## config.mk

```make
export PLATFORM = sky130hd
export DESIGN_NAME = line_sensor_device_flat
export DESIGN_NICKNAME = d
export VERILOG_FILES = /design/src/line_sensor_pkg.sv /design/src/line_sensor_if.sv /design/src/line_sensor_device.sv /design/src/flat_wrapper.sv
export VERILOG_INCLUDE_DIRS = /design/src
export SDC_FILE = /design/constraint.sdc
export NUM_CORES = 1
export LEC_CHECK = 0
export BUFFER_PORTS_ARGS = -buffer_cell sky130_fd_sc_hd__clkbuf_2
export CAP_MARGIN = 20
export CORE_UTILIZATION = 58
export DETAILED_ROUTE_END_ITERATION = 10
export PLACE_DENSITY = 0.89
export SLEW_MARGIN = 20
export SYNTH_ARGS = -nofsm -noshare
export SYNTH_HDL_FRONTEND = slang
export SYNTH_SLANG_ARGS = --single-unit
```

## constraint.sdc

```tcl
create_clock -name clk_in -period 2.88 [get_ports clk_in]
set_clock_uncertainty 0.1 [all_clocks]
set_input_delay 0.576 -clock clk_in [delete_from_list [all_inputs] [get_ports clk_in]]
set_output_delay 0.576 -clock clk_in [all_outputs]
set_load 0.01 [all_outputs]
```

## src/line_sensor_map.svh

```systemverilog
// Purpose: shared constants of the line sensor readout link
// Assumes: 100 MHz system clock on both ends
// Notes: definitions only
`ifndef LINE_SENSOR_MAP_SVH
`define LINE_SENSOR_MAP_SVH
// ==================================================
// system clock and sensor clock
`define SYS_CLK_HZ 100000000
`define SENSOR_CLK_HZ 5000000
`define SENSOR_CLK_MIN_HZ 200000
`define SENSOR_CLK_MAX_HZ 10000000
`define SENSOR_HALF_CYC (`SYS_CLK_HZ / (2 * `SENSOR_CLK_HZ))
`define SENSOR_MIN_PERIOD_CYC (`SYS_CLK_HZ / `SENSOR_CLK_MAX_HZ)
`define DUTY_MIN_PCT 45
`define DUTY_MAX_PCT 55
// ==================================================
// line-begin pulse limits, in sensor clock periods
`define BEGIN_PERIOD_MIN 16'h0046
`define BEGIN_HIGH_MIN 16'h0006
`define BEGIN_LOW_MIN 16'h0040
// ==================================================
// readout sequence, in strobes; integration extra in sensor clocks
`define PIXELS_PER_LINE 12'h9c0
`define FIRST_VALID_STROBE 12'h033
`define LAST_DARK_STROBE 12'h032
`define LAST_STROBE 12'h9f2
`define INTEG_EXTRA_CYC 16'h0022
`endif

```

## src/line_sensor_pkg.sv

```systemverilog
// Purpose: types of the line sensor readout link
// Assumes: nothing
// Notes: constants live in line_sensor_map.svh
`default_nettype none
package line_sensor_pkg;
  // ==================================================
  // device end
  typedef enum logic [2:0] {dev_idle, dev_integ, dev_wait, dev_shift, dev_done} dev_state_e;
  typedef struct packed {
    dev_state_e state;
    logic sclk_q;
    logic lbp_q;
    logic [15:0] high_cnt;
    logic [15:0] integ;
    logic integ_valid;
    logic [11:0] strobe_cnt;
    logic strobe;
    logic [11:0] video;
    logic [11:0] pix_index;
    logic scan_done;
    logic [7:0] rate_cnt;
    logic rate_seen;
    logic rate_fault;
    logic busy;
  } dev_s;
  // ==================================================
  // controller end
  typedef enum logic [1:0] {ctl_idle, ctl_armed, ctl_high, ctl_low} ctl_state_e;
  typedef struct packed {
    ctl_state_e state;
    logic [7:0] div_cnt;
    logic sclk;
    logic lbp;
    logic [15:0] target;
    logic [15:0] per_cnt;
    logic strobe_q;
    logic done_q;
    logic [11:0] strobe_cnt;
    logic [11:0] sample;
    logic sample_valid;
    logic [11:0] sample_index;
    logic line_done;
    logic count_ok;
    logic scan_seen;
    logic busy;
  } ctl_s;
endpackage
`default_nettype wire

```

## src/line_sensor_if.sv

```systemverilog
// Purpose: pins between sensor and its timing controller
// Assumes: one system clock on both ends
// Notes: video stands for the digitised analog sample
`default_nettype none
interface line_sensor_if;
  logic sensor_clk;
  logic line_begin_pulse;
  logic [11:0] video;
  logic pixel_strobe;
  logic scan_done_flag;
  modport sensor (
    input sensor_clk,
    input line_begin_pulse,
    output video,
    output pixel_strobe,
    output scan_done_flag
  );
  modport controller (
    output sensor_clk,
    output line_begin_pulse,
    input video,
    input pixel_strobe,
    input scan_done_flag
  );
endinterface
`default_nettype wire

```

## src/line_sensor_device.sv

```systemverilog
// Purpose: readout timing of a linear image sensor with its own timing generator
// Assumes: sensor clock and line-begin pulse are synchronous to clk_in
// Notes: the analog video is stood in for by a 12-bit sample from the user side
`default_nettype none
`include "line_sensor_map.svh"
// Overview of operation
// - controller keeps begin pulse period, high, low minimums
// - controller keeps sensor clock duty 45 to 55 percent
// - shifting starts first clock rise after pulse falls
// - exposure set by high share of begin pulse
// - integration equals high time plus 34 clocks
// - first valid video at strobe number 51
// - one pixel per sensor clock, 10 MHz maximum
// - video valid on strobe rising edge
// - each line delivers 2496 pixel samples
// - controller runs clock 200 kHz to 10 MHz
module line_sensor_device
  import line_sensor_pkg::*;
(
  // clock and reset
  input wire logic clk_in,
  input wire logic rst_in,
  // link
  line_sensor_if.sensor link,
  // pixel source
  output logic [11:0] pixel_index_out,
  input wire logic [11:0] pixel_data_in,
  // status
  output logic [15:0] integ_cycles_out,
  output logic integ_valid_out,
  output logic busy_out,
  output logic rate_fault_out
);
  dev_s st;
  dev_s next_st;
  logic sclk_rise;
  logic sclk_fall;
  logic lbp_rise;
  logic lbp_fall;
  logic [11:0] strobe_next;

  // ==================================================
  // helpers
  // the link pins are plain levels, so an edge is a level against its copy
  function automatic logic went_high(input logic level, input logic last_level);
    return level && !last_level;
  endfunction

  function automatic logic went_low(input logic level, input logic last_level);
    return !level && last_level;
  endfunction

  // counters saturate so a stalled clock reads as slow, never as fast
  function automatic logic [7:0] sat_inc8(input logic [7:0] value);
    if (value == 8'hff) begin
      return value;
    end
    return value + 8'h01;
  endfunction

  function automatic logic [15:0] sat_inc16(input logic [15:0] value);
    if (value == 16'hffff) begin
      return value;
    end
    return value + 16'h0001;
  endfunction

  // a very long high time would wrap the sum; the report clips instead
  function automatic logic [15:0] integ_total(input logic [15:0] high);
    logic [16:0] sum;
    sum = {1'b0, high} + {1'b0, `INTEG_EXTRA_CYC};
    if (sum[16]) begin
      return 16'hffff;
    end
    return sum[15:0];
  endfunction

  // strobes whose rise asks the source for a pixel after the dark ones
  function automatic logic wants_pixel(input logic [11:0] count);
    return (count >= `LAST_DARK_STROBE) && (count < `LAST_STROBE);
  endfunction

  // position along the line of the pixel that a strobe count asks for
  function automatic logic [11:0] pixel_of(input logic [11:0] count);
    return count - `LAST_DARK_STROBE;
  endfunction

  // ==================================================
  // edge detection on the synchronous link inputs
  assign sclk_rise = went_high(link.sensor_clk, st.sclk_q);
  assign sclk_fall = went_low(link.sensor_clk, st.sclk_q);
  assign lbp_rise = went_high(link.line_begin_pulse, st.lbp_q);
  assign lbp_fall = went_low(link.line_begin_pulse, st.lbp_q);
  assign strobe_next = st.strobe_cnt + 12'h001;

  // ==================================================
  // timing generator
  always_comb begin
    next_st = st;
    next_st.sclk_q = link.sensor_clk;
    next_st.lbp_q = link.line_begin_pulse;
    next_st.integ_valid = 1'b0;

    // clock rate watch: rises closer than 10 cycles mean above 10 MHz
    if (sclk_rise) begin
      if (st.rate_seen && st.rate_cnt < 8'(`SENSOR_MIN_PERIOD_CYC)) begin
        next_st.rate_fault = 1'b1;
      end
      next_st.rate_cnt = 8'h01;
      next_st.rate_seen = 1'b1;
    end else begin
      next_st.rate_cnt = sat_inc8(st.rate_cnt);
    end

    if (lbp_rise) begin
      // a new line aborts any scan still running
      // limitation: the aborted line never gets its scan done pulse
      next_st.state = dev_integ;
      next_st.high_cnt = 16'h0000;
      next_st.strobe = 1'b0;
      next_st.strobe_cnt = 12'h000;
      next_st.scan_done = 1'b0;
      next_st.video = 12'h000;
      next_st.rate_fault = 1'b0;
    end else begin
      unique case (st.state)
        dev_idle: begin
          // waits for a begin pulse; lone falls are ignored
        end
        dev_integ: begin
          // high time measured in sensor clocks
          if (sclk_rise) begin
            next_st.high_cnt = sat_inc16(st.high_cnt);
          end
          if (lbp_fall) begin
            next_st.integ = integ_total(st.high_cnt);
            next_st.integ_valid = 1'b1;
            next_st.state = dev_wait;
          end
        end
        dev_wait: begin
          // shift register starts on the next clock rise
          if (sclk_rise) begin
            next_st.state = dev_shift;
            next_st.strobe_cnt = 12'h001;
            next_st.strobe = 1'b1;
          end
        end
        dev_shift: begin
          // one strobe and one pixel per sensor clock
          if (sclk_rise) begin
            next_st.strobe_cnt = strobe_next;
            next_st.strobe = 1'b1;
            if (wants_pixel(strobe_next)) begin
              // index asked half a clock ahead so the source has time to answer
              next_st.pix_index = pixel_of(strobe_next);
            end
          end
          if (sclk_fall) begin
            next_st.strobe = 1'b0;
            if (st.strobe_cnt == `LAST_STROBE) begin
              next_st.scan_done = 1'b1;
              next_st.video = 12'h000;
              next_st.state = dev_done;
            end else if (st.strobe_cnt >= `LAST_DARK_STROBE) begin
              // video settles on the fall, half a clock before the strobe rises
              next_st.video = pixel_data_in;
            end
          end
        end
        dev_done: begin
          // done flag stands one sensor clock period
          if (sclk_fall) begin
            next_st.scan_done = 1'b0;
            next_st.state = dev_idle;
          end
        end
        default: begin
          // an upset code falls back to waiting for a begin pulse
          next_st.state = dev_idle;
        end
      endcase
    end
    // registered so the busy pin comes straight off a flop
    next_st.busy = (next_st.state != dev_idle);
  end

  // ==================================================
  // state register
  // synchronous reset; every field starts at zero so all pins start low
  always_ff @(posedge clk_in) begin
    if (rst_in) begin
      st <= '{state: dev_idle, default: '0};
    end else begin
      st <= next_st;
    end
  end

  // ==================================================
  // outputs
  assign link.video = st.video;
  assign link.pixel_strobe = st.strobe;
  assign link.scan_done_flag = st.scan_done;
  assign pixel_index_out = st.pix_index;
  assign integ_cycles_out = st.integ;
  assign integ_valid_out = st.integ_valid;
  assign busy_out = st.busy;
  assign rate_fault_out = st.rate_fault;
endmodule // line_sensor_device
`default_nettype wire

```

## src/flat_wrapper.sv

```systemverilog
// flat-port wrapper written by rule: the top's interface ports become plain ports
module line_sensor_device_flat import line_sensor_pkg::*;
  (clk_in, rst_in, pixel_index_out, pixel_data_in, integ_cycles_out, integ_valid_out, busy_out, rate_fault_out, link_sensor_clk, link_line_begin_pulse, link_video, link_pixel_strobe, link_scan_done_flag);
  line_sensor_if link_i ();
  input wire logic clk_in;
  input wire logic rst_in;
  output logic [11:0] pixel_index_out;
  input wire logic [11:0] pixel_data_in;
  output logic [15:0] integ_cycles_out;
  output logic integ_valid_out;
  output logic busy_out;
  output logic rate_fault_out;
  input wire logic [$bits(link_i.sensor_clk)-1:0] link_sensor_clk;
  input wire logic [$bits(link_i.line_begin_pulse)-1:0] link_line_begin_pulse;
  output wire logic [$bits(link_i.video)-1:0] link_video;
  output wire logic [$bits(link_i.pixel_strobe)-1:0] link_pixel_strobe;
  output wire logic [$bits(link_i.scan_done_flag)-1:0] link_scan_done_flag;
  assign link_i.sensor_clk = link_sensor_clk;
  assign link_i.line_begin_pulse = link_line_begin_pulse;
  assign link_video = link_i.video;
  assign link_pixel_strobe = link_i.pixel_strobe;
  assign link_scan_done_flag = link_i.scan_done_flag;
  line_sensor_device u_core (.clk_in(clk_in), .rst_in(rst_in), .link(link_i), .pixel_index_out(pixel_index_out), .pixel_data_in(pixel_data_in), .integ_cycles_out(integ_cycles_out), .integ_valid_out(integ_valid_out), .busy_out(busy_out), .rate_fault_out(rate_fault_out));
endmodule
```

### Word-level counts from Yosys, hierarchy flattened

Index checks and enable logic that the tools add are counted.

* bits of input ports: 16
* flip-flop bits (word level): 87
* output and inout bits: 45
* word-level logic and storage cells: 102

* $lt $le $gt $ge: 4
* add/subtract/negate cells: 5
* reduce and logical (&&, ||, !) cells: 26
* eq/ne operators: 16
* bitwise logic cells: 2
* multiplexer cells: 33

Operators with widths (number)
* 16-bit two-way mux: 3
* 13-bit two-way mux: 3
* 13-bit case mux with 2 select lines: 1
* 12-bit by 6-bit greater-or-equal comparator with 1-bit output, second input constant: 2
* 12-bit two-way mux: 2
* 3-bit two-way mux: 6
* 16-bit by 6-bit adder with 17-bit output, second input constant: 1
* 16-bit by 1-bit adder with 16-bit output, second input constant: 1
* 16-bit == test, second input constant: 1
* 1-bit two-way mux: 15
* 3-bit case mux with 5 select lines: 1
* 3-bit AND reduction: 5
* 12-bit by 1-bit adder with 12-bit output, second input constant: 1
* 12-bit == test, second input constant: 1
* 12-bit less-than comparator, second input constant: 1
* 12-bit by 6-bit subtractor with 12-bit output, second input constant: 1
* 2-bit by 1-bit inequality test with 1-bit output, second input constant: 5
* 8-bit by 1-bit adder with 8-bit output, second input constant: 1
* 8-bit == test, second input constant: 1
* 8-bit by 4-bit less-than comparator with 1-bit output, second input constant: 1
* 8-bit two-way mux: 1
* 4-bit AND reduction: 2
* 3-bit by 2-bit == test with 1-bit output, second input constant: 2
* 1-bit logical AND: 6
* 14 further kinds: 22

### Logic depth before layout (Yosys ltp)

* depth after elaboration: 7
* mapped depth: 11
* mapped depth without buffers: 9

### Worst setup path before layout

Ideal clock, no wire load.

* path type: flip-flop to flip-flop
* start point: reg u_core.st[37] (netlist name)
* end point: reg u_core.st (netlist bit u_core.pixel_index_out[5])
* required time: 2.710 ns
* clock period less this slack: 2.518 ns
* path buffers: 1
* arrival: 2.347 ns
* setup slack: 0.362 ns
* library setup time: 0.070 ns
* stages on the path, launching flop included: 11
* cell sequence: dfxtp_1 -> buf_4 -> inv_1 -> ha_1 -> or4b_4 -> o31ai_4 -> a21oi_4 -> nand4_2 -> a31oi_1 -> or4b_1 -> a21oi_1

* cells in the longest elaborated chain, start to end: 4
* elaborated cells between the ends (all ways): 6
* those cells by class: add/sub (2); order compare (2); reduce/logical (2)

RTL lines
* start, declared: line line_sensor_device.sv:34 `dev_s st;`
* start signal, assigned: line line_sensor_device.sv:195 `st <= next_st;`
* 12-bit by 1-bit adder with 12-bit output *: line line_sensor_device.sv:94 `assign strobe_next = st.strobe_cnt + 12'h001;`
* named net u_core.strobe_next[0]: line line_sensor_device.sv:40 `logic [11:0] strobe_next;`
* 12-bit by 6-bit greater-or-equal comparator with 1-bit output (no source line) / 12-bit less-than comparator (equally long branches)
* 1-bit logical AND: line line_sensor_device.sv:80 `` return (count >= `LAST_DARK_STROBE) && (count < `LAST_STROBE); ``
* 4-bit AND reduction (no source line)

The timed path passes the listed nets; every way through them passes the cells marked *.
A chain may end at the register's enable or synchronous reset.

### Worst setup path after layout

Same ends and word-level chain as after synthesis.

==> load_flow_metrics.sql <==
INSERT INTO impl_metrics (metric_group, metric, value, unit) VALUES
('outcome', 'run_status', 'completed', ''),
('global_routing', 'grt_start_max_net_pins', '40', ''),
('critical_path', 'endpoint_kind', 'flip-flop', ''),
('cts', 'ctsLongestPathBuffers', '2', ''),
('cts', 'worst_skew_pair.late_latency', '0.37', 'ns'),
('logic_synthesis', 'yosysTopAreaCell', 'sky130_fd_sc_hd__dfxtp_1', ''),
('logic_synthesis', 'synthDistinctLibCells', '64', ''),
('pwr', 'vdd_drop_max', '0.2698', 'mV'),
('global_routing', 'grt.overflow.total', '0', ''),
('pwr', 'cellLeakagePower', '1.816', 'nW'),
('cts', 'cts.htree.levels', '3', ''),
('final_layout', 'drive_gt1_share', '19.54', '%'),
('detailed_routing', 'routed_via_density', '5.895', ''),
('die', 'std_cell_rows', '32', ''),
('final_layout', 'register_area', '1743', 'um^2'),
('logic_synthesis', 'synth_edf_count', '0', ''),
('cts', 'clock_pin_slew_on_the_worst_setup_and_hold_paths', '0.09', 'ns'),
('logic_synthesis', 'yosysWarnings', '0', ''),
('cts', 'cts-buffers-inserted', '9', ''),
('logic_synthesis', 'synthTopCellsByCount', 'sky130_fd_sc_hd__dfxtp_1, sky130_fd_sc_hd__nor2_1, sky130_fd_sc_hd__a21oi_1', ''),
('final_layout', 'multi_input_comb_area', '2514', 'um^2'),
('detailed_routing', 'route.antenna.remaining_nets', '0', ''),
('detailed_routing', 'num_vias', '4162', ''),
('timing', 'max_clock_freq', '0.3714', 'GHz'),
('logic_synthesis', 'syn-cell-area', '4758', 'um^2'),
('cts', 'postCtsSetupRepairBufs', '0', ''),
('global_routing', 'grt_pass1_wl', '17800', 'um'),
('place', 'place_congestion', '0.9222', ''),
('final_layout', 'num_antenna_cells', '0', ''),
('pwr', 'report.power.total', '2.207', 'mW'),
('logic_synthesis', 'synth_top_flop_cell', 'sky130_fd_sc_hd__dfxtp_1', ''),
('logic_synthesis', 'synth.most_common_cell', 'sky130_fd_sc_hd__dfxtp_1', ''),
('timing', 'timing.final.ws_setup', '0.1876', 'ns'),
('timing', 'final.period_utilization', '93.49', '%'),
('place', 'io_buffer_count', '60', ''),
('logic_synthesis', 'yosysSeqAreaShare', '36.60', '%'),
('timing', 'finalHoldWorstSlack', '0.3751', 'ns'),
('hold_path', 'hp-class', 'flip-flop to flip-flop', ''),
('cts', 'number_of_cells_upsized_or_downsized_after_cts', '1', ''),
('logic_synthesis', 'syn_avg_cell_area', '8.148', 'um^2'),
('cts', 'cts_num_sinks', '87', ''),
('global_routing', 'number_of_antenna_violations_at_the_first_check_in_global_routing', '0', ''),
('final_layout', 'area_growth_syn_to_layout', '6.889', '%'),
('logic_synthesis', 'synth_net_count', '607', ''),
('critical_path', 'worst_ep_required_time', '3.08', 'ns'),
('timing', 'slew_headroom', '44.54', '%'),
('timing', 'grt_setup_unrepaired', 'no', ''),
('global_routing', 'gr-usage-all-layers', '25.96', '%'),
('detailed_routing', 'drc_errors', '0', ''),
('cts', 'cts_tree', 'built', ''),
('logic_synthesis', 'synthDominantCellAreaShare', '36.60', '%'),
('timing', 'finalMaxSlewViolations', '0', ''),
('die', 'fp.coreArea', '7848', 'um^2'),
('critical_path', 'crit_arrival', '2.89', 'ns'),
('die', 'die_h', '92.58', 'um'),
('logic_synthesis', 'synth.area.top_cells', 'sky130_fd_sc_hd__dfxtp_1, sky130_fd_sc_hd__buf_4, sky130_fd_sc_hd__nor2_1, sky130_fd_sc_hd__a21oi_1, sky130_fd_sc_hd__xnor2_1', ''),
('final_layout', 'fin_util', '64.81', '%'),
('final_layout', 'finalNetCount', '622', ''),
('critical_path', 'critical_path.max_fanout', '9', ''),
('logic_synthesis', 'postSynthCellCount', '584', ''),
('timing', 'totalNegativeSetupSlack', '0', 'ns'),
('timing', 'final-setup-viol-count', '0', ''),
('die', 'boundaryPins', '61', ''),
('logic_synthesis', 'postSynthRegisterBits', '87', ''),
('pwr', 'power_per_cell_area', '433.9', 'nW/um^2'),
('place', 'preCtsSetupSlack', '-0.07398', 'ns'),
('timing', 'final-hold-violation-count', '0', ''),
('detailed_routing', 'routed_wirelength', '10690', 'um'),
('timing', 'layout_min_cycle_time', '2.692', 'ns'),
('die', 'die_area', '8570', 'um^2'),
('logic_synthesis', 'synth-async-reset-ratio', '0', '%');
[cell type report]
type / count / area share (%)
multi-input combinational: 410 / 49.42
sequential: 87 / 34.27
timing repair buffer: 84 / 9.446
clock buffer: 10 / 2.509
tap: 102 / 2.509
clock inverter: 6 / 1.328
inverter: 7 / 0.5166
[layer usage]
| layer | GRT usage (%) | share of wire, % |
|---|---|---|
| met2 | 42.78 | 48 |
| met4 | 12.11 | 2.0 |
| met5 | 0 | 0 |
| met1 | 32.92 | 45 |
| met3 | 4.516 | 5.3 |
[placed cells by master (no fill, tap or decap), types with 4 or more instances in the layout]
cell type / count
sky130_fd_sc_hd__nand2_1: 33
sky130_fd_sc_hd__nor3b_1: 12
sky130_fd_sc_hd__inv_1: 7
sky130_fd_sc_hd__nand3_1: 25
sky130_fd_sc_hd__or3_1: 8
sky130_fd_sc_hd__clkbuf_2: 60
sky130_fd_sc_hd__dfxtp_1: 86
sky130_fd_sc_hd__a211oi_1: 20
sky130_fd_sc_hd__nor2_1: 80
sky130_fd_sc_hd__clkbuf_8: 9
sky130_fd_sc_hd__and3_1: 5
sky130_fd_sc_hd__nor2b_1: 5
sky130_fd_sc_hd__o21ai_0: 26
sky130_fd_sc_hd__xnor2_1: 25
sky130_fd_sc_hd__a21oi_1: 48
sky130_fd_sc_hd__xor2_1: 20
sky130_fd_sc_hd__ha_1: 7
sky130_fd_sc_hd__a31oi_1: 4
sky130_fd_sc_hd__nor3_1: 13
sky130_fd_sc_hd__a22oi_1: 4
sky130_fd_sc_hd__nand4_1: 9
sky130_fd_sc_hd__buf_4: 24
[worst paths after layout]
kind | to | startpoint | slack, ns | cells past startpoint
min | u_core.link.pixel_strobe | u_core.st[83] | 0.38 | 1
min reg2reg | u_core.link.pixel_strobe | u_core.st[83] | 0.38 | 1
max | u_core.pixel_index_out[5] | u_core.st[37] | 0.19 | 9
max reg2reg | u_core.pixel_index_out[5] | u_core.st[37] | 0.19 | 9
[cells by family (layout without fill, tap and decap cells)]
group / count (synthesis) / after routing / synth area share, %
xor+xnor: 45 / 45 / 8.283
flops: 87 / 87 / 36.60
compound gates: 134 / 134 / 18.01
buf+inv: 87 / 107 / 10.75
mux: 2 / 2 / 0.4207
simple gates: 222 / 222 / 24.09
fa+ha+maj: 7 / 7 / 1.841
[critical path, stage by stage, from the launching register on]
cell and delay [ns]:
sky130_fd_sc_hd__dfxtp_2 0.42, sky130_fd_sc_hd__inv_1 0.10, sky130_fd_sc_hd__ha_1 0.42, sky130_fd_sc_hd__or4b_4 0.51, sky130_fd_sc_hd__o31ai_4 0.10, sky130_fd_sc_hd__a21oi_4 0.08, sky130_fd_sc_hd__nand4_2 0.12, sky130_fd_sc_hd__a31oi_1 0.11
sky130_fd_sc_hd__or4b_1 0.54, sky130_fd_sc_hd__a21oi_1 0.14
[sequential cells by signal, summed over array words and instances (netlist names)]
signal	count
u_core.rate_fault_out	1
u_core.link.scan_done_flag	1
u_core.busy_out	1
u_core.integ_cycles_out	16
u_core.link.pixel_strobe	1
u_core.st	42
u_core.link.video	12
u_core.integ_valid_out	1
u_core.pixel_index_out	12
[report_power, final]
group / switching [mW] / total, mW / leakage, nW / internal (mW)
clock: 0.469 / 0.877 / 0.0986 / 0.408
combinational: 0.0610 / 0.101 / 1.01 / 0.0397
sequential: 0.0135 / 1.23 / 0.704 / 1.22
total: 0.543 / 2.21 / 1.82 / 1.66
Note: power is estimated with default switching activity, not from simulation.
